## config.mk

```make
export PLATFORM = sky130hd
export DESIGN_NAME = t2c_timer2_control
export DESIGN_NICKNAME = d
export VERILOG_FILES = /design/src/logic/t2c_pkg.sv /design/src/logic/t2c_edge_if.sv /design/src/logic/t2c_timer2_control.sv /design/src/logic/t2c_fall_detect.sv /design/src/logic/t2c_reload_pair.sv
export SDC_FILE = /design/constraint.sdc
export NUM_CORES = 1
export LEC_CHECK = 0
export ABC_AREA = 1
export BUFFER_PORTS_ARGS = -buffer_cell sky130_fd_sc_hd__buf_2
export CAP_MARGIN = 20
export CORE_UTILIZATION = 25
export DETAILED_ROUTE_END_ITERATION = 10
export GPL_TIMING_DRIVEN = 0
export HOLD_SLACK_MARGIN = 0.06
export MAX_ROUTING_LAYER = met4
export SYNTH_ARGS = -nofsm -noshare
export SYNTH_HDL_FRONTEND = slang
export SYNTH_SLANG_ARGS = --single-unit
```

## constraint.sdc

```tcl
create_clock -name clk -period 4.49 [get_ports clk]
set_clock_uncertainty 0.1 [all_clocks]
set_input_delay 0.6735 -clock clk [delete_from_list [all_inputs] [get_ports clk]]
set_output_delay 0.6735 -clock clk [all_outputs]
set_load 0.02 [all_outputs]
```

## src/logic/t2c_pkg.sv

```systemverilog
// Purpose: constants, types and mode decode for the timer-2 control block
// Assumes: 8-bit register port, one 25 MHz core clock, synchronous pins
// Notes:   offsets are byte addresses in the special-function space
// Behaviour
// unoccupied addresses read zero, writes ignored
// software never writes ones to unlisted addresses
// control register at C8, reset zero
// bit 7 overflow flag, sticky, software clears
// no overflow flag while either serial clock selected
// bit 6 external flag set by trigger event
// external flag interrupts, except in up/down mode; the code masks it whenever down-count enable is set
// bit 5 picks receive clock source
// bit 4 picks transmit clock source
// bit 3 enables trigger pin, else ignored
// bit 2 runs or stops the timer
// bit 1 selects timer or pin counting
// bit 0 selects capture or auto-reload
// serial clock mode forces reload on overflow
// capture pair captures or supplies reload value
// down-count enable resets zero, pin sets direction
// outside party drives the trigger/direction pin
// falling edge is high sample then low
package t2c_pkg;
   // ---------------------------------------------------------------
   // register map
   // ---------------------------------------------------------------
   localparam logic [7:0] ADDR_CTRL = 8'hC8; // timer2_control
   localparam logic [7:0] ADDR_MODE = 8'hC9; // timer_mode_control
   localparam logic [7:0] ADDR_CAPL = 8'hCA; // capture_reload_low
   localparam logic [7:0] ADDR_CAPH = 8'hCB; // capture_reload_high
   localparam logic [7:0] ADDR_CNTL = 8'hCC; // count low byte
   localparam logic [7:0] ADDR_CNTH = 8'hCD; // count high byte
   localparam logic [7:0] CTRL_RESET = 8'h00;
   localparam logic [1:0] MODE_RESET = 2'h0;
   localparam logic [7:0] BYTE_ZERO  = 8'h00;
   // ---------------------------------------------------------------
   // field positions
   // ---------------------------------------------------------------
   localparam int B_OVF  = 7; // overflow_flag
   localparam int B_EXT  = 6; // external_trigger_flag
   localparam int B_RCLK = 5; // receive clock select
   localparam int B_TRANSMIT_CLOCK_SELECT = 4; // transmit_clock_select
   localparam int B_EXEN = 3; // external_trigger_enable
   localparam int B_RUN  = 2; // run_control
   localparam int B_CT   = 1; // counter_timer_select
   localparam int B_CPRL = 0; // capture_reload_select
   localparam int M_DOWN_COUNT_ENABLE = 0; // down_count_enable
   // ---------------------------------------------------------------
   // timing and counter constants
   // ---------------------------------------------------------------
   localparam int         MCYCLE_CLKS = 12; // clocks per machine cycle
   localparam logic [3:0] PRE_LAST    = 4'(MCYCLE_CLKS - 1);
   localparam logic [3:0] PRE_ZERO    = 4'h0;
   localparam logic [15:0] CNT_MAX    = 16'hFFFF;
   localparam logic [15:0] CNT_ZERO   = 16'h0000;
   localparam logic [15:0] CNT_ONE    = 16'h0001;
   typedef enum {MD_CAPTURE, MD_RELOAD, MD_UPDOWN, MD_BAUD} t2c_mode_e;
   // mode from control bits and down-count enable
   function automatic t2c_mode_e t2c_mode(input logic [7:0] c, input logic down_count_enable);
      if (c[B_RCLK] || c[B_TRANSMIT_CLOCK_SELECT]) begin
         return MD_BAUD;
      end else if (c[B_CPRL]) begin
         return MD_CAPTURE;
      end else if (down_count_enable) begin
         return MD_UPDOWN;
      end
      return MD_RELOAD;
   endfunction
endpackage

```

## src/logic/t2c_edge_if.sv

```systemverilog
// Purpose: carries one pin sampler's tick, level and edge pulse
// Assumes: tick is one clock long, once per machine cycle
// Notes:   det side samples, user side consumes the edge
`timescale 1ns/10ps
interface t2c_edge_if;
   logic sampleTick;   // machine-cycle sample strobe
   logic pinLevel;     // raw pin level
   logic fallSeen;     // one-cycle falling-edge pulse
   logic sampledLevel; // last sampled level
   modport det  (input sampleTick, input pinLevel, output fallSeen, output sampledLevel);
   modport user (output sampleTick, output pinLevel, input fallSeen, input sampledLevel);
endinterface

```

## src/logic/t2c_timer2_control.sv

```systemverilog
// Purpose: timer-2 control/status register and the counter it steers
// Assumes: pins synchronous to clk; interrupt enable comes from outside
// Notes:   unmapped reads return zero; count writes beat counting, overflow flag sets beat control writes
//
// Chosen here: the plain strobed port.
`timescale 1ns/10ps
module t2c_timer2_control
   import t2c_pkg::*;
(
   input  wire logic       clk,
   input  wire logic       rst_n,
   input  wire logic [7:0] regAddr,
   input  wire logic [7:0] regWdata,
   input  wire logic       regWrite,
   input  wire logic       regRead,
   output logic      [7:0] regRdata,
   input  wire logic       triggerDirectionPin,
   input  wire logic       externalCountPin,
   input  wire logic       timer2IntEnable,
   input  wire logic       timer1Overflow,
   output logic            timer2Irq,
   output logic            rxClockTick,
   output logic            txClockTick,
   output logic            timer2BaudTick
);
   // ---------------------------------------------------------------
   // state
   // ---------------------------------------------------------------
   logic [7:0]  ctrl;       // timer2_control
   logic [1:0]  modeReg;    // timer_mode_control, low two bits
   logic [15:0] count;      // 16-bit count
   logic [15:0] capPair;    // capture/reload pair
   logic [3:0]  prescale;   // machine-cycle divider
   logic        stateTog;   // state-time divider
   logic [7:0]  next_ctrl;
   logic [15:0] next_count;
   logic [7:0]  next_rdata;
   t2c_mode_e   mode;       // decoded operating mode

   t2c_edge_if trigIf ();   // trigger/direction pin
   t2c_edge_if cntIf ();    // external count pin

   // ---------------------------------------------------------------
   // address decode
   // ---------------------------------------------------------------
   wire wrCtrl = regWrite && (regAddr == ADDR_CTRL);
   wire wrMode = regWrite && (regAddr == ADDR_MODE);
   wire wrCapL = regWrite && (regAddr == ADDR_CAPL);
   wire wrCapH = regWrite && (regAddr == ADDR_CAPH);
   wire wrCntL = regWrite && (regAddr == ADDR_CNTL);
   wire wrCntH = regWrite && (regAddr == ADDR_CNTH);
   wire wrCnt  = wrCntL || wrCntH;

   // ---------------------------------------------------------------
   // mode and tick decode
   // ---------------------------------------------------------------
   wire down_count_enable    = modeReg[M_DOWN_COUNT_ENABLE];
   wire run     = ctrl[B_RUN];
   wire exen    = ctrl[B_EXEN];
   wire mcTick  = (prescale == PRE_LAST);
   wire stTick  = stateTog;
   assign mode  = t2c_mode(ctrl, down_count_enable);
   wire isBaud  = (mode == MD_BAUD);
   wire isCap   = (mode == MD_CAPTURE);
   wire isUpDn  = (mode == MD_UPDOWN);
   // timer input runs at state rate only in serial clock mode
   wire timeTick = isBaud ? stTick : mcTick;
   wire srcTick  = ctrl[B_CT] ? cntIf.fallSeen : timeTick;
   wire cntStep  = run && srcTick;
   // direction pin counts only in up/down mode, up by default
   wire countUp  = !isUpDn || triggerDirectionPin;
   wire trigEvt  = exen && trigIf.fallSeen && !isUpDn;
   wire ovfUp    = cntStep && countUp && (count == CNT_MAX);
   wire undf     = cntStep && !countUp && (count == capPair);
   wire ovfEvt   = ovfUp || undf;
   wire trigLoad = trigEvt && (mode == MD_RELOAD);
   wire capture  = trigEvt && isCap;
   // serial clock mode never sets the overflow flag
   wire setOvf   = ovfEvt && !isBaud;
   wire setExt   = trigEvt;
   wire togExt   = ovfEvt && isUpDn;

   // ---------------------------------------------------------------
   // pin samplers
   // ---------------------------------------------------------------
   assign trigIf.sampleTick = mcTick;
   assign trigIf.pinLevel   = triggerDirectionPin;
   assign cntIf.sampleTick  = mcTick;
   assign cntIf.pinLevel    = externalCountPin;

   t2c_fall_detect u_trig (
      .clk     (clk),
      .rst_n   (rst_n),
      .edge_io (trigIf)
   );

   t2c_fall_detect u_cnt (
      .clk     (clk),
      .rst_n   (rst_n),
      .edge_io (cntIf)
   );

   // ---------------------------------------------------------------
   // capture/reload pair
   // ---------------------------------------------------------------
   t2c_reload_pair u_pair (
      .clk          (clk),
      .rst_n        (rst_n),
      .writeLow     (wrCapL),
      .writeHigh    (wrCapH),
      .writeData    (regWdata),
      .capture      (capture),
      .captureValue (count),
      .pairValue    (capPair)
   );

   // ---------------------------------------------------------------
   // control register next value
   // ---------------------------------------------------------------
   // hardware set wins over a software clear in the same cycle
   always_comb begin
      next_ctrl = wrCtrl ? regWdata : ctrl;
      next_ctrl[B_EXT] = next_ctrl[B_EXT] ^ togExt; // 17th bit in up/down
      if (setOvf) begin
         next_ctrl[B_OVF] = 1'b1;
      end
      if (setExt) begin
         next_ctrl[B_EXT] = 1'b1;
      end
   end

   // ---------------------------------------------------------------
   // counter next value
   // ---------------------------------------------------------------
   // a software write beats counting so a loaded value is never lost
   always_comb begin
      next_count = count;
      if (wrCnt) begin
         if (wrCntL) begin
            next_count[7:0] = regWdata;
         end
         if (wrCntH) begin
            next_count[15:8] = regWdata;
         end
      end else if (trigLoad) begin
         next_count = capPair;
      end else if (ovfEvt) begin
         if (isCap) begin
            next_count = CNT_ZERO; // plain wrap in capture mode
         end else if (undf) begin
            next_count = CNT_MAX;
         end else begin
            next_count = capPair;
         end
      end else if (cntStep) begin
         next_count = countUp ? count + CNT_ONE : count - CNT_ONE;
      end
   end

   // ---------------------------------------------------------------
   // read mux
   // ---------------------------------------------------------------
   // unmapped addresses answer zero, a legal choice for any value
   always_comb begin
      unique case (regAddr)
         ADDR_CTRL: next_rdata = ctrl;
         ADDR_MODE: next_rdata = {6'h00, modeReg};
         ADDR_CAPL: next_rdata = capPair[7:0];
         ADDR_CAPH: next_rdata = capPair[15:8];
         ADDR_CNTL: next_rdata = count[7:0];
         ADDR_CNTH: next_rdata = count[15:8];
         default:   next_rdata = BYTE_ZERO;
      endcase
   end

   // ---------------------------------------------------------------
   // registers
   // ---------------------------------------------------------------
   // control, mode and counter
   always_ff @(posedge clk) begin
      if (!rst_n) begin
         ctrl    <= CTRL_RESET;
         modeReg <= MODE_RESET;
         count   <= CNT_ZERO;
      end else begin
         ctrl  <= next_ctrl;
         count <= next_count;
         if (wrMode) begin
            modeReg <= regWdata[1:0];
         end
      end
   end

   // machine-cycle and state-time dividers
   always_ff @(posedge clk) begin
      if (!rst_n) begin
         prescale <= PRE_ZERO;
         stateTog <= 1'b0;
      end else begin
         prescale <= mcTick ? PRE_ZERO : prescale + 4'h1;
         stateTog <= ~stateTog;
      end
   end

   // read data stands only the cycle after the strobe
   always_ff @(posedge clk) begin
      if (!rst_n) begin
         regRdata <= BYTE_ZERO;
      end else begin
         regRdata <= regRead ? next_rdata : BYTE_ZERO;
      end
   end

   // ---------------------------------------------------------------
   // serial clocks and interrupt request
   // ---------------------------------------------------------------
   assign timer2BaudTick = ovfUp && isBaud;
   assign rxClockTick = ctrl[B_RCLK] ? timer2BaudTick : timer1Overflow;
   assign txClockTick = ctrl[B_TRANSMIT_CLOCK_SELECT] ? timer2BaudTick : timer1Overflow;
   // external flag raises no request in up/down mode
   wire extReq = ctrl[B_EXT] && !down_count_enable;
   assign timer2Irq = timer2IntEnable && (ctrl[B_OVF] || extReq);

   // ---------------------------------------------------------------
   // checks
   // ---------------------------------------------------------------
   chk_ctrl_reset_zero: assert property (
      @(posedge clk) !rst_n |=> (ctrl == CTRL_RESET) && !modeReg[M_DOWN_COUNT_ENABLE])
      else $error("control or mode not cleared by reset");
   chk_ovf_baud_blocked: assert property (
      @(posedge clk) disable iff (!rst_n)
      (isBaud && !wrCtrl && !ctrl[B_OVF]) |=> !ctrl[B_OVF])
      else $error("overflow flag set in serial clock mode");
   chk_ovf_flag_sticky: assert property (
      @(posedge clk) disable iff (!rst_n)
      (ctrl[B_OVF] && !wrCtrl) |=> ctrl[B_OVF])
      else $error("overflow flag cleared by hardware");
   chk_ovf_flag_sets: assert property (
      @(posedge clk) disable iff (!rst_n)
      (ovfUp && !isBaud) |=> ctrl[B_OVF])
      else $error("overflow flag missed an overflow");
   chk_ext_trigger_off: assert property (
      @(posedge clk) disable iff (!rst_n)
      (!exen && !isUpDn && !wrCtrl && !ctrl[B_EXT]) |=> !ctrl[B_EXT])
      else $error("external flag set with trigger disabled");
   chk_ext_irq_gate: assert property (
      @(posedge clk) disable iff (!rst_n)
      (ctrl[B_EXT] && timer2IntEnable) |-> (timer2Irq == (!down_count_enable || ctrl[B_OVF])))
      else $error("external flag request gating wrong");
   chk_rx_source_sel: assert property (
      @(posedge clk) disable iff (!rst_n)
      !ctrl[B_RCLK] |-> (rxClockTick == timer1Overflow))
      else $error("receive clock not from timer 1");
   chk_tx_source_sel: assert property (
      @(posedge clk) disable iff (!rst_n)
      (ctrl[B_TRANSMIT_CLOCK_SELECT] && !timer2BaudTick) |-> !txClockTick)
      else $error("transmit clock not from timer 2");
   chk_stopped_holds: assert property (
      @(posedge clk) disable iff (!rst_n)
      (!run && !wrCnt && !trigLoad) |=> (count == $past(count)))
      else $error("count moved while stopped");
   chk_capture_value: assert property (
      @(posedge clk) disable iff (!rst_n)
      (capture && !wrCapL && !wrCapH) |=> (capPair == $past(count)))
      else $error("capture did not store the count");
   chk_baud_reload: assert property (
      @(posedge clk) disable iff (!rst_n)
      (timer2BaudTick && !wrCnt) |=> (count == $past(capPair)))
      else $error("serial clock overflow did not reload");
endmodule

```

## src/logic/t2c_fall_detect.sv

```systemverilog
// Purpose: finds a falling edge on a pin sampled once per machine cycle
// Assumes: pin synchronous to clk
// Notes:   edge needs two samples, so pulses lag the pin by up to one machine cycle
`timescale 1ns/10ps
module t2c_fall_detect (
   input wire logic clk,
   input wire logic rst_n,
   t2c_edge_if.det  edge_io
);
   logic samp; // previous machine-cycle sample
   // ---------------------------------------------------------------
   // sampling
   // ---------------------------------------------------------------
   // reset low so a pin held low at start gives no false edge
   always_ff @(posedge clk) begin
      if (!rst_n) begin
         samp <= 1'b0;
      end else if (edge_io.sampleTick) begin
         samp <= edge_io.pinLevel;
      end
   end
   // high sample then low sample at this tick
   assign edge_io.fallSeen = edge_io.sampleTick & samp & ~edge_io.pinLevel;
   assign edge_io.sampledLevel = samp;
endmodule

```

## src/logic/t2c_reload_pair.sv

```systemverilog
// Purpose: 16-bit capture/reload register pair
// Assumes: byte writes and capture never collide in normal use
// Notes:   a software byte write wins over a capture that cycle
`timescale 1ns/10ps
module t2c_reload_pair
   import t2c_pkg::*;
(
   input  wire logic        clk,
   input  wire logic        rst_n,
   input  wire logic        writeLow,
   input  wire logic        writeHigh,
   input  wire logic [7:0]  writeData,
   input  wire logic        capture,
   input  wire logic [15:0] captureValue,
   output logic      [15:0] pairValue
);
   // ---------------------------------------------------------------
   // storage
   // ---------------------------------------------------------------
   always_ff @(posedge clk) begin
      if (!rst_n) begin
         pairValue <= CNT_ZERO;
      end else if (writeLow || writeHigh) begin
         if (writeLow) begin
            pairValue[7:0] <= writeData;
         end
         if (writeHigh) begin
            pairValue[15:8] <= writeData;
         end
      end else if (capture) begin
         pairValue <= captureValue;
      end
   end
endmodule

```

==> results.rst, run 1 <==
.. list-table::
   :header-rows: 1

   * - Metric
     - Value
   * - Run status
     - completed
   * - Wire length of the first global-routing pass
     - approximately 27000 um
   * - Main area contributors after synthesis
     - sky130_fd_sc_hd__dfxtp_1 26%, sky130_fd_sc_hd__nand2_1 15%, sky130_fd_sc_hd__a21oi_1 9.1%, sky130_fd_sc_hd__o21ai_0 8.1%, sky130_fd_sc_hd__inv_1 6.2%
   * - Mapped Cells
     - a little over 700
   * - IR Drop Worst-Case VDD
     - 0.176 mV
   * - Number of H-tree levels
     - 3
   * - CTS tree
     - yes
   * - Gates resized, CTS repair
     - 0
   * - Clock latency on the worst-skew pair
     - 330 ps
   * - Vias in the first global route
     - 4750
   * - Most frequent standard cell in the layout excluding fill and tap cells
     - sky130_fd_sc_hd__nand2_1
   * - Sort of element at the start of the critical path
     - flop
   * - Capturing instance or port of the critical path
     - timer2BaudTick
   * - Data required time of the critical path
     - ~3700 ps
   * - Post-detailed-route DRC marker count
     - 0
   * - Worst-case clock buffer depth
     - 2
   * - Beginning of the critical path
     - count[14]$_SDFFE_PN0P_
   * - Layout cells sized above 1
     - approximately an eighth
   * - P&R area growth vs syn
     - 17.1%
   * - Standard-cell rows
     - 47
   * - Diodes inserted
     - 0
   * - GR Util met1
     - roughly 27%
   * - Final worst-path cycle share
     - about 66%
   * - Last weighted congestion value of the routability-driven placer
     - 0.968
   * - Ratio of total power to cell area
     - 248 nW/um2
   * - Dominant synthesized flop cell
     - sky130_fd_sc_hd__dfxtp_1
   * - Number of sinks driven by the clock tree
     - 57
   * - Sum Neg Setup Slack
     - 0 ps
   * - Number of port buffers
     - 35
   * - Leak Pwr
     - around 2.3 nW
   * - Maximum net fanout on the critical path
     - 5
   * - Commonest non-fill, non-tap cells in the layout
     - 174 x sky130_fd_sc_hd__nand2_1, 79 x sky130_fd_sc_hd__a21oi_1, 72 x sky130_fd_sc_hd__inv_1, 70 x sky130_fd_sc_hd__nor2_1, 70 x sky130_fd_sc_hd__o21ai_0
   * - Met3 global-route usage
     - 3.61%
   * - Overall track demand over capacity in global routing
     - 20.5%
   * - Reg2Reg Capture Point
     - count[6]$_SDFFE_PN0P_
   * - Upper clock frequency limit
     - 338 MHz
   * - Final slew viol count
     - 0
   * - CTS clock-pin slew for the worst setup and hold paths
     - approximately 50 ps
   * - Vias per inst
     - around 5.2
   * - Num CTS Buffers
     - 9
   * - Path type of the worst min-delay path
     - flop to flop
   * - Layer with the highest usage
     - met2
   * - Count of flip-flops with a built-in enable after synthesis
     - 0
   * - Starting density of the core
     - about 26%
   * - Die area
     - ~18000 um2
   * - DR vias
     - 5145
   * - Post-synthesis cell type with the largest combined area
     - sky130_fd_sc_hd__dfxtp_1
   * - # setup viols final
     - 0
   * - Worst rel slew slack
     - between 50 and 60%
   * - Fin cells
     - about 980
   * - Post-Synthesis Net Count
     - between 700 and 800
   * - HPWL reported at the end of detailed placement
     - approximately 14000 um
   * - Clock root buffer
     - sky130_fd_sc_hd__clkbuf_16
   * - Maximum number of pins on one net before global-route repair
     - 11
   * - Height of the die
     - between 100 and 150 um
   * - Number of buffers inserted to repair setup after CTS
     - 0
   * - Sort of element at the end of the critical path
     - output pin
   * - Max Cap Viol
     - 0
   * - Global routing met2 resource utilization
     - a little under 30%
   * - Reg2reg start
     - count[14]$_SDFFE_PN0P_
   * - R2R Setup Slk
     - roughly 1900 ps
   * - Sum of routed wire length over all layers
     - approximately 18000 um
   * - Wire per inst
     - between 15 and 20 um
   * - Fraction of the yosys area taken by sequential cells
     - approximately a quarter
   * - Core area
     - ~17000 um2
   * - Die W
     - about 130 um
   * - #FFs+latches synth
     - 57
   * - Hold Fails Final Rpt
     - 0
   * - Antenna violations before repair
     - 0
   * - Netlist cell types
     - 42
   * - Number of warnings issued by yosys
     - 0
   * - Async set-reset flop share out of synthesis
     - 0%
   * - Actual slew at the worst max-slew pin
     - between 600 and 700 ps
   * - Router iterations before antenna repair
     - 7
   * - Hold buffer count at cts
     - 0
   * - Number of placed instances with taps included
     - roughly 970
   * - Unrepaired setup endpoints after global routing
     - no
   * - Minimum clock period
     - roughly 3000 ps
   * - Number of violations reported at the end of detailed-routing iteration 0
     - roughly 480
   * - Share of the synthesized area in the top cell type
     - a little over a quarter
   * - NumNets Final
     - 782
   * - Post-synthesis instance area
     - between 4000 and 5000 um2
   * - Arr. time, crit path
     - roughly 2200 ps
   * - Number of nets with antenna violations after detailed routing
     - 0
   * - Avg Cell Area, Syn
     - 6.09 um2
   * - Count of pins on the block boundary
     - 36
   * - Start-to-end type of the worst setup path
     - flop to output pin
   * - Number of cell instances on the worst register-to-register path
     - 10
   * - Remaining Overflow, GRT
     - 0
-- metal layers --
metal  up-vias  part of all wire (%)
met3        57                   8.4
met1      2365                    45
met2       239                    42
met5         -                     0
li1       2484                     -
met4         0                   4.8
-- Yosys cell counts, drive strengths merged, types with 5 or more instances --
| master | number |
|---|---|
| nand3 | 42 |
| buf | 13 |
| clkbuf | 9 |
| a221oi | 5 |
| a21oi | 81 |
| nor3 | 8 |
| xor2 | 11 |
| inv | 83 |
| nand4 | 14 |
| o21ai | 79 |
| a31oi | 7 |
| o22ai | 10 |
| dfxtp | 57 |
| a41oi | 10 |
| nor4 | 5 |
| nand2 | 183 |
| nor2 | 73 |
-- state kept, by name, summed over array words and instances (netlist names) --
signal	cells
ctrl	8
modeReg	2
u_pair.pairValue	16
u_cnt.edge_io.sampledLevel	1
stTick	1
u_trig.edge_io.sampledLevel	1
regRdata	8
prescale	4
count	16
-- worst min-delay path by stage --
| stage | from | endpoint | slack [ps] | cells past startpoint |
|---|---|---|---|---|
| floorplan | stTick$_SDFF_PN0_ | stTick$_SDFF_PN0_ | 290 | 1 |
| CTS | stTick$_SDFF_PN0_ | stTick$_SDFF_PN0_ | 330 | 1 |
| detailed placement | stTick$_SDFF_PN0_ | stTick$_SDFF_PN0_ | 320 | 1 |
| finish | stTick$_SDFF_PN0_ | stTick$_SDFF_PN0_ | 340 | 1 |
| global placement | u_cnt.edge_io.sampledLevel$_SDFFE_PN0N_ | u_cnt.edge_io.sampledLevel$_SDFFE_PN0N_ | 330 | 2 |
| global route | stTick$_SDFF_PN0_ | stTick$_SDFF_PN0_ | 360 | 1 |
-- critical path, stage by stage, from the launching register on --
cell	delay, ps
sky130_fd_sc_hd__dfxtp_1	480
sky130_fd_sc_hd__inv_1	210
sky130_fd_sc_hd__nor4_1	640
sky130_fd_sc_hd__nand3_1	160
sky130_fd_sc_hd__nor3_1	170
sky130_fd_sc_hd__buf_2	190
-- cell type report --
type                    count  area (um2)
plain buffers              22         135
clock buffers              11         233
clock inverters             5        56.3
fillers                  1888       11700
inverters                  86         323
multi-input cells         545        2730
flip-flops and latches     57        1140
well taps                 220         275
repair buffers             35         175
-- stage by stage --
stage	utilization (%)	total power [mW]	area [um2]	setup WS, ps	hold WS, ps
6_report	30.2	1.26	5060	1530	341
4_1_cts	30.2	1.26	5060	1540	334
5_1_grt	30.2	1.29	5060	1340	357
3_5_place_dp	28.5	0.588	4780	1630	324
3_3_place_gp	28.5	0.588	4780	1630	333
2_1_floorplan	-	0.553	4330	1960	293
-- cells by family after synthesis --
kind of cell | Yosys count | share of synthesized area [%]
adders and majority gates | 2 | 0.578
DFF | 57 | 26.4
xor gates and xnor gates | 14 | 2.83
buffers and inverters | 108 | 10.6
AOI/OAI and AO/OA | 197 | 25.4
and+or+nand+nor | 332 | 34.2
-- where the power goes --
group / leakage (nW) / total, mW / switching, mW / internal (mW)
logic: 1.67 / 0.0655 / 0.0460 / 0.0195
registers: 0.460 / 0.514 / 0.00347 / 0.510
clock network: 0.139 / 0.679 / 0.251 / 0.428
total: 2.27 / 1.26 / 0.300 / 0.958
No activity file was read; power rests on OpenSTA's default activity.
==> run 2: changes to the inputs <==
- ABC_AREA: 1 -> 0
- clock period: 4.49 -> 3 ns (I/O delays scaled with it)
==> results.rst, run 2 <==
.. list-table::
   :header-rows: 1

   * - Metric
     - Value
   * - R2R Setup Slk
     - 80 ps (was 1870 ps)
   * - Maximum net fanout on the critical path
     - 6 (was 5)
   * - Fraction of the yosys area taken by sequential cells
     - 28.3% (was 26.4%)
   * - Die area
     - 16600 um2 (was 17800 um2)
   * - Number of warnings issued by yosys
     - 0 (unchanged)
   * - CTS tree
     - yes (unchanged)
   * - Number of port buffers
     - 32 (was 35)
   * - Main area contributors after synthesis
     - sky130_fd_sc_hd__dfxtp_1 28%, sky130_fd_sc_hd__xnor2_1 6.5%, sky130_fd_sc_hd__a21oi_1 5.3%, sky130_fd_sc_hd__nor2_1 4.2%, sky130_fd_sc_hd__a211oi_1 4.1% (was sky130_fd_sc_hd__dfxtp_1 26%, sky130_fd_sc_hd__nand2_1 15%, sky130_fd_sc_hd__a21oi_1 9.1%, sky130_fd_sc_hd__o21ai_0 8.1%, sky130_fd_sc_hd__inv_1 6.2%)
   * - Cell with the most instances after synthesis
     - sky130_fd_sc_hd__dfxtp_1 (was sky130_fd_sc_hd__nand2_1)
   * - Number of sinks driven by the clock tree
     - 57 (unchanged)
   * - Relative contribution of sequential cells to total power
     - 38.0% (was 40.8%)
   * - Num CTS Buffers
     - 9 (unchanged)
   * - Netlist cell types
     - 74 (was 42)
   * - Post-synthesis instance area
     - 4030 um2 (was 4330 um2)
   * - Top cell types by occurrence after synthesis
     - 57 x sky130_fd_sc_hd__dfxtp_1, 45 x sky130_fd_sc_hd__nor2_1, 43 x sky130_fd_sc_hd__a21oi_1, 39 x sky130_fd_sc_hd__nand2_1, 30 x sky130_fd_sc_hd__xnor2_1 (was 174 x sky130_fd_sc_hd__nand2_1, 79 x sky130_fd_sc_hd__a21oi_1, 72 x sky130_fd_sc_hd__inv_1, 70 x sky130_fd_sc_hd__nor2_1, 70 x sky130_fd_sc_hd__o21ai_0)
   * - Mapped Cells
     - 505 (was 710)
   * - Ratio of total power to cell area
     - 403 nW/um2 (was 248 nW/um2)
   * - Antenna violations before repair
     - 0 (unchanged)
   * - Number of violations reported at the end of detailed-routing iteration 0
     - 589 (was 478)
   * - Post-Synthesis Net Count
     - 531 (was 736)
   * - Vias in the first global route
     - 3968 (was 4750)
   * - Share of the synthesized area in the top cell type
     - 28.3% (was 26.4%)
   * - Max Cap Viol
     - 0 (unchanged)
   * - Sort of element at the end of the critical path
     - flop (was output pin)
   * - Commonest non-fill, non-tap cells in the layout
     - 55 x sky130_fd_sc_hd__dfxtp_1, 45 x sky130_fd_sc_hd__nor2_1, 41 x sky130_fd_sc_hd__a21oi_1, 39 x sky130_fd_sc_hd__nand2_1, 39 x sky130_fd_sc_hd__buf_2 (was 174 x sky130_fd_sc_hd__nand2_1, 79 x sky130_fd_sc_hd__a21oi_1, 72 x sky130_fd_sc_hd__inv_1, 70 x sky130_fd_sc_hd__nor2_1, 70 x sky130_fd_sc_hd__o21ai_0)
   * - Last weighted congestion value of the routability-driven placer
     - 0.978 (was 0.968)
   * - Number of nets with antenna violations after detailed routing
     - 0 (unchanged)
   * - IR Drop Worst-Case VDD
     - 0.253 mV (was 0.176 mV)
   * - Registers with the most flip-flops
     - count (16), u_pair.pairValue (16) (unchanged)
   * - Layout cells sized above 1
     - 21.6% (was 13.1%)
   * - HPWL reported at the end of detailed placement
     - 11100 um (was 13600 um)
   * - Pre-CTS setup slack
     - -679 ps (was 1630 ps)
   * - Upper clock frequency limit
     - 343 MHz
   * - Final worst-path cycle share
     - a little over nine tenths
   * - Final slew viol count
     - 0 (unchanged)
   * - Worst-case clock buffer depth
     - 2 (unchanged)
   * - Clock share of power
     - 57.6% (was 54.0%)
   * - Data required time of the critical path
     - 3170 ps (was 3720 ps)
   * - Net switching power
     - 0.453 mW (was 0.300 mW)
   * - Dominant synthesized flop cell
     - sky130_fd_sc_hd__dfxtp_1 (unchanged)
   * - Fill cell total of the finished layout
     - 1677 (was 1888)
   * - Wire length of the first global-routing pass
     - 23200 um (was 27000 um)
   * - Avg Cell Area, Syn
     - 7.98 um2 (was 6.09 um2)
   * - Most frequent standard cell in the layout excluding fill and tap cells
     - sky130_fd_sc_hd__dfxtp_1 (was sky130_fd_sc_hd__nand2_1)
   * - Leak Pwr
     - 1.90 nW (was 2.27 nW)
   * - Start-to-end type of the worst setup path
     - flop to flop (was flop to output pin)
   * - CTS clock-pin slew for the worst setup and hold paths
     - 60 ps (was 50 ps)
   * - Worst rel slew slack
     - 52.7% (was 54.1%)
   * - Fraction of power spent switching nets
     - 22.5% (was 23.9%)
   * - Hold Fails Final Rpt
     - 0 (unchanged)
   * - Arr. time, crit path
     - 3090 ps (was 2190 ps)
   * - Wire per inst
     - 19.8 um (was 17.8 um)
   * - Worst path setup slack after routing
     - 82.7 ps (was 1530 ps)
   * - Starting density of the core
     - 25.5% (was 25.8%)
   * - DR vias
     - 4467 (was 5145)
   * - Combinational share of power
     - 4.4% (was 5.2%)
   * - Post-detailed-route DRC marker count
     - 0 (unchanged)
   * - Maximum number of pins on one net before global-route repair
     - 11 (unchanged)
   * - Vias per inst
     - 5.73 (was 5.24)
   * - Destination of the worst hold path
     - u_cnt.edge_io.sampledLevel$_SDFFE_PN0N_ (was stTick$_SDFF_PN0_)
   * - Die W
     - 129 um (was 134 um)
   * - Router iterations before antenna repair
     - 7 (unchanged)
   * - Actual slew at the worst max-slew pin
     - 709 ps (was 689 ps)
   * - P&R area growth vs syn
     - 24.2% (was 17.1%)
   * - Hold_ws
     - 266 ps (was 341 ps)
   * - Async set-reset flop share out of synthesis
     - 0% (unchanged)
   * - Number of H-tree levels
     - 3 (unchanged)
   * - Number of cell instances on the worst register-to-register path
     - 12 (was 10)
   * - Reg2reg start
     - modeReg[0]$_SDFFE_PN0P_ (was count[14]$_SDFFE_PN0P_)
   * - Post-synthesis cell type with the largest combined area
     - sky130_fd_sc_hd__dfxtp_1 (unchanged)
   * - Minimum clock period
     - 2920 ps
   * - Clock root buffer
     - sky130_fd_sc_hd__clkbuf_16 (unchanged)
   * - Source of the worst hold timing path
     - externalCountPin (was stTick$_SDFF_PN0_)
   * - Diodes inserted
     - 0 (unchanged)
   * - Standard-cell rows
     - 46 (was 47)
   * - Remaining Overflow, GRT
     - 0 (unchanged)
   * - Clock latency on the worst-skew pair
     - 330 ps (about the same)
   * - Sum of routed wire length over all layers
     - 15400 um (was 17500 um)
   * - Count of pins on the block boundary
     - 36 (unchanged)
   * - Unrepaired setup endpoints after global routing
     - yes (was no)
   * - #FFs+latches synth
     - 57 (unchanged)
   * - Pint
     - 1.56 mW (was 0.958 mW)
   * - Reg2Reg Capture Point
     - count[12]$_SDFFE_PN0P_ (was count[6]$_SDFFE_PN0P_)
   * - Core area
     - 15800 um2 (was 16800 um2)
   * - Sort of element at the start of the critical path
     - flop (unchanged)
   * - NumNets Final
     - 585 (was 782)
   * - Number of instances on the worst hold path
     - 3 (was 1)
   * - Path type of the worst min-delay path
     - input pin to flop (was flop to flop)
   * - # setup viols final
     - 0 (unchanged)
   * - Height of the die
     - 129 um (was 134 um)
   * - Overall track demand over capacity in global routing
     - 19.1% (was 20.5%)
   * - Run status
     - completed (unchanged)
   * - Count of flip-flops with a built-in enable after synthesis
     - 0 (unchanged)
-- run 2: layout make-up --
class / instances / area [um2] / area share, %
repair buffers: 48 / 288 / 5.75
clock buffers: 12 / 256 / 5.12
flip-flops and latches: 57 / 1150 / 22.9
well taps: 216 / 270 / 5.40
clock inverters: 4 / 75.1 / 1.50
multi-input cells: 399 / 2770 / 55.2
plain buffers: 38 / 181 / 3.62
inverters: 6 / 22.5 / 0.450
-- run 2: power by group through the flow --
| stage | clock [mW] | combinational, mW | sequential (mW) |
|---|---|---|---|
| 4_1_cts | 1.16 | 0.0866 | 0.766 |
| 6_report | 1.16 | 0.0891 | 0.766 |
| 3_3_place_gp | 0 | 0.0862 | 0.784 |
| 2_1_floorplan | 0 | 0.0439 | 0.783 |
| 5_1_grt | 1.19 | 0.0960 | 0.766 |
| 3_5_place_dp | 0 | 0.0856 | 0.784 |
-- run 2: per-stage QoR --
| step | power [mW] | instances | area (um2) | setup TNS, ps | util (%) |
|---|---|---|---|---|---|
| finish | 2.02 | 780 | 5010 | 0 | 31.6 |
| detailed placement | 0.869 | 753 | 4460 | -2620 | 28.2 |
| global placement | 0.870 | 753 | 4460 | -2640 | 28.2 |
| CTS | 2.01 | 781 | 4920 | -17.2 | 31.1 |
| floorplan | 0.826 | 505 | 4030 | 0 | - |
| global route | 2.05 | 780 | 5010 | -45.8 | 31.6 |
-- run 2: logic make-up after synthesis --
kind of cell	synth area share, %
mux	5.40
compound gates	26.6
buf+inv	5.59
fa+ha+maj	0.621
simple gates	26.5
flops	28.3
xor+xnor	6.95
-- run 2: timing repair --
action	4_1_cts	5_1_grt
setup endpoints to repair	9	13
gates cloned	0	0
hold buffers	0	0
pin swaps	6	11
gates resized for setup	11	18
buffers inserted	12	6
-- run 2: how the worst max path moves through the flow --
stage                                       start                      to
after floorplan           modeReg[0]$_SDFFE_PN0P_  count[12]$_SDFFE_PN0P_
after global placement        triggerDirectionPin  count[12]$_SDFFE_PN0P_
final                     modeReg[0]$_SDFFE_PN0P_  count[12]$_SDFFE_PN0P_
after global routing      modeReg[0]$_SDFFE_PN0P_  count[12]$_SDFFE_PN0P_
after detailed placement  modeReg[0]$_SDFFE_PN0P_  count[12]$_SDFFE_PN0P_
after CTS                 modeReg[0]$_SDFFE_PN0P_  count[15]$_SDFFE_PN0P_
-- run 2: metal layers --
metal | vias to the layer above | share of wire, % | global-route usage (%)
met5 | - | 0 | -
met2 | 298 | 43 | 27.0
met4 | 0 | 3.7 | 8.51
met3 | 54 | 9.6 | 3.24
li1 | 2010 | - | -
met1 | 2105 | 44 | 26.3
-- run 2: critical path: stages, from the launching register on --
cell and delay [ps]:
sky130_fd_sc_hd__dfxtp_4 360, sky130_fd_sc_hd__nor3b_4 270, sky130_fd_sc_hd__nand2_2 120, sky130_fd_sc_hd__buf_6 150, sky130_fd_sc_hd__xnor2_2 140, sky130_fd_sc_hd__ha_4 200
sky130_fd_sc_hd__or3_4 380, sky130_fd_sc_hd__a31oi_4 210, sky130_fd_sc_hd__a21oi_4 60, sky130_fd_sc_hd__o41ai_4 390, sky130_fd_sc_hd__nor4b_4 270, sky130_fd_sc_hd__a211oi_2 50
sky130_fd_sc_hd__o21ai_1 130
==> run 3: changes to the inputs <==
- BUFFER_PORTS_ARGS: -buffer_cell sky130_fd_sc_hd__buf_2 -> unset
- DONT_BUFFER_PORTS: unset -> 1
- RECOVER_POWER: unset -> 25
==> results.rst, run 3 (synthesis gave the netlist of run 2 again) <==
.. list-table::
   :header-rows: 1

   * - Metric
     - Value
   * - Ratio of total power to cell area
     - 431 nW/um2 (was 403 nW/um2)
   * - GR Util met1
     - 25.2% (was 26.3%)
   * - Sort of element at the end of the critical path
     - output pin (was flop)
   * - Fin cells
     - 747 (was 780)
   * - Layout cells sized above 1
     - 15.8% (was 21.6%)
   * - Most frequent standard cell in the layout excluding fill and tap cells
     - sky130_fd_sc_hd__dfxtp_1 (unchanged)
   * - Clock root buffer
     - sky130_fd_sc_hd__clkbuf_16 (unchanged)
   * - Data required time of the critical path
     - 2450 ps (was 3170 ps)
   * - Core area
     - 15800 um2 (unchanged)
   * - Wire per inst
     - 20.2 um (was 19.8 um)
   * - Clock latency on the worst-skew pair
     - 340 ps (was 330 ps)
   * - Maximum number of pins on one net before global-route repair
     - 13 (was 11)
   * - Net switching power
     - 0.470 mW (was 0.453 mW)
   * - Hold Fails Final Rpt
     - 0 (unchanged)
   * - Vias per inst
     - 5.70 (was 5.73)
   * - Die W
     - 129 um (unchanged)
   * - Max Cap Viol
     - 0 (unchanged)
   * - Sum of routed wire length over all layers
     - 15100 um (was 15400 um)
   * - Arr. time, crit path
     - 2380 ps (was 3090 ps)
   * - HPWL reported at the end of detailed placement
     - 11000 um (was 11100 um)
   * - Starting density of the core
     - 25.5% (unchanged)
   * - Number of nets with antenna violations after detailed routing
     - 0 (unchanged)
   * - Worst rel slew slack
     - 48.1% (was 52.7%)
   * - Registers with the most flip-flops
     - count (16), u_pair.pairValue (16) (unchanged)
   * - Pre-CTS setup slack
     - -568 ps (was -679 ps)
   * - # setup viols final
     - 0 (unchanged)
   * - Leak Pwr
     - 1.75 nW (was 1.90 nW)
   * - Sort of element at the start of the critical path
     - flop (unchanged)
   * - Last weighted congestion value of the routability-driven placer
     - 0.986 (was 0.978)
   * - Unrepaired setup endpoints after global routing
     - yes (unchanged)
   * - Number of placed instances with taps included
     - 721 (was 753)
   * - Upper clock frequency limit
     - 341 MHz (was 343 MHz)
   * - Global routing met2 resource utilization
     - 27.4% (was 27.0%)
   * - Final standard cell utilization of the core
     - 30.4% (was 31.6%)
   * - Design area
     - 4810 um2 (was 5010 um2)
   * - Start-to-end type of the worst setup path
     - flop to output pin (was flop to flop)
   * - Height of the die
     - 129 um (unchanged)
   * - Number of sinks driven by the clock tree
     - 57 (unchanged)
   * - Sum Neg Setup Slack
     - 0 ps (unchanged)
   * - Maximum net fanout on the critical path
     - 6 (unchanged)
   * - Actual slew at the worst max-slew pin
     - 779 ps (was 709 ps)
   * - NumNets Final
     - 552 (was 585)
   * - Number of violations reported at the end of detailed-routing iteration 0
     - 607 (was 589)
   * - Fraction of power spent switching nets
     - 22.7% (was 22.5%)
   * - CTS clock-pin slew for the worst setup and hold paths
     - 60 ps (about the same)
   * - Combinational share of power
     - 3.1% (was 4.4%)
   * - Clock share of power
     - 60.0% (was 57.6%)
   * - Minimum clock period
     - 2930 ps (was 2920 ps)
   * - Die area
     - 16600 um2 (unchanged)
   * - IR Drop Worst-Case VDD
     - 0.244 mV (was 0.253 mV)
   * - Final slew viol count
     - 0 (unchanged)
   * - Remaining Overflow, GRT
     - 0 (unchanged)
   * - Commonest non-fill, non-tap cells in the layout
     - 55 x sky130_fd_sc_hd__dfxtp_1, 45 x sky130_fd_sc_hd__nor2_1, 42 x sky130_fd_sc_hd__a21oi_1, 39 x sky130_fd_sc_hd__nand2_1, 30 x sky130_fd_sc_hd__xnor2_1 (was 55 x sky130_fd_sc_hd__dfxtp_1, 45 x sky130_fd_sc_hd__nor2_1, 41 x sky130_fd_sc_hd__a21oi_1, 39 x sky130_fd_sc_hd__nand2_1, 39 x sky130_fd_sc_hd__buf_2)
   * - Count of pins on the block boundary
     - 36 (unchanged)
   * - Vias in the first global route
     - 3798 (was 3968)
   * - Wire length of the first global-routing pass
     - 22700 um (was 23200 um)
   * - Standard-cell rows
     - 46 (unchanged)
   * - Final worst-path cycle share
     - 97.8% (was 97.2%)
   * - Overall track demand over capacity in global routing
     - 18.8% (was 19.1%)
   * - P&R area growth vs syn
     - 19.3% (was 24.2%)
   * - Number of H-tree levels
     - 3 (unchanged)
   * - Worst path setup slack after routing
     - 66.0 ps (was 82.7 ps)
   * - Placed Area
     - 4300 um2 (was 4460 um2)
   * - Pint
     - 1.60 mW (was 1.56 mW)
   * - Number of port buffers
     - 0 (was 32)
   * - Layer with the highest usage
     - met2 (unchanged)
   * - Antenna violations before repair
     - 0 (unchanged)
   * - Path type of the worst min-delay path
     - input pin to flop (unchanged)
   * - Relative contribution of sequential cells to total power
     - 36.9% (was 38.0%)
   * - CTS tree
     - yes (unchanged)
   * - Run status
     - completed (unchanged)
   * - Met3 global-route usage
     - 4.03% (was 3.24%)
   * - Post-detailed-route DRC marker count
     - 0 (unchanged)
   * - Worst-case clock buffer depth
     - 2 (unchanged)
   * - DR vias
     - 4255 (was 4467)
   * - Diodes inserted
     - 0 (unchanged)
   * - Num CTS Buffers
     - 9 (unchanged)
   * - Router iterations before antenna repair
     - 6 (was 7)
## run 3: cell types whose count changed in the layout (fill, tap and decap cells not counted), sizes merged
| cell | previous run | this run |
|---|---|---|
| inv | 5 | 7 |
| clkinvlp | 2 | 0 |
| buf | 63 | 27 |
| bufinv | 2 | 3 |
| clkinv | 1 | 3 |
## run 3: final timing paths
path	start	endpoint	slack, ps	cells after the start
max	count[2]$_SDFFE_PN0P_	timer2BaudTick	70	6
min	externalCountPin	u_cnt.edge_io.sampledLevel$_SDFFE_PN0N_	150	2
max reg2reg	count[2]$_SDFFE_PN0P_	count[8]$_SDFFE_PN0P_	70	10
min reg2reg	stTick$_SDFF_PN0_	stTick$_SDFF_PN0_	310	1
## run 3: cell type report
| cell class | instances | area, um2 |
|---|---|---|
| Buffer | 43 | 213 |
| Clock buffer | 9 | 225 |
| Clock inverter | 7 | 125 |
| Fill cell | 1696 | 11000 |
| Inverter | 6 | 22.5 |
| Multi-Input combinational cell | 399 | 2730 |
| Sequential cell | 57 | 1150 |
| Tap cell | 216 | 270 |
| Timing Repair Buffer | 10 | 75.1 |
## run 3: through the flow
step | hold WS, ps | total power [mW]
after floorplan | 286 | 0.826
after global placement | 294 | 0.844
after detailed placement | 296 | 0.844
after CTS | 150 | 2.07
after global routing | 165 | 2.10
final | 151 | 2.07
## run 3: power by group through the flow
stage	Clock, mW	Sequential (mW)	Combinational, mW
2_1_floorplan	0	0.783	0.0439
3_3_place_gp	0	0.784	0.0608
3_5_place_dp	0	0.784	0.0607
4_1_cts	1.25	0.765	0.0611
5_1_grt	1.27	0.766	0.0680
6_report	1.24	0.765	0.0635
## run 3: critical path, cell delays in order, from the launching register on
cell                       delay [ps]
sky130_fd_sc_hd__dfxtp_1          310
sky130_fd_sc_hd__clkbuf_1         330
sky130_fd_sc_hd__nand4_1          290
sky130_fd_sc_hd__a211oi_2         400
sky130_fd_sc_hd__nand3_1          180
sky130_fd_sc_hd__nor2b_2          230
sky130_fd_sc_hd__and2_1           280
## run 3: repair_timing
item | CTS | global route
resized for setup | 10 | 12
hold buffers | 0 | 0
setup endpoints to repair | 7 | 11
buffers inserted | 8 | 2
pin swaps | 7 | 7
## run 3: layer usage
| metal | vias up | part of all wire, % | wire length [um] |
|---|---|---|---|
| met5 | - | 0 | 0 |
| met4 | 0 | 2.7 | 401 |
| met3 | 42 | 10 | 1530 |
| met1 | 1994 | 43 | 6460 |
| li1 | 1937 | - | - |
| met2 | 282 | 44 | 6710 |
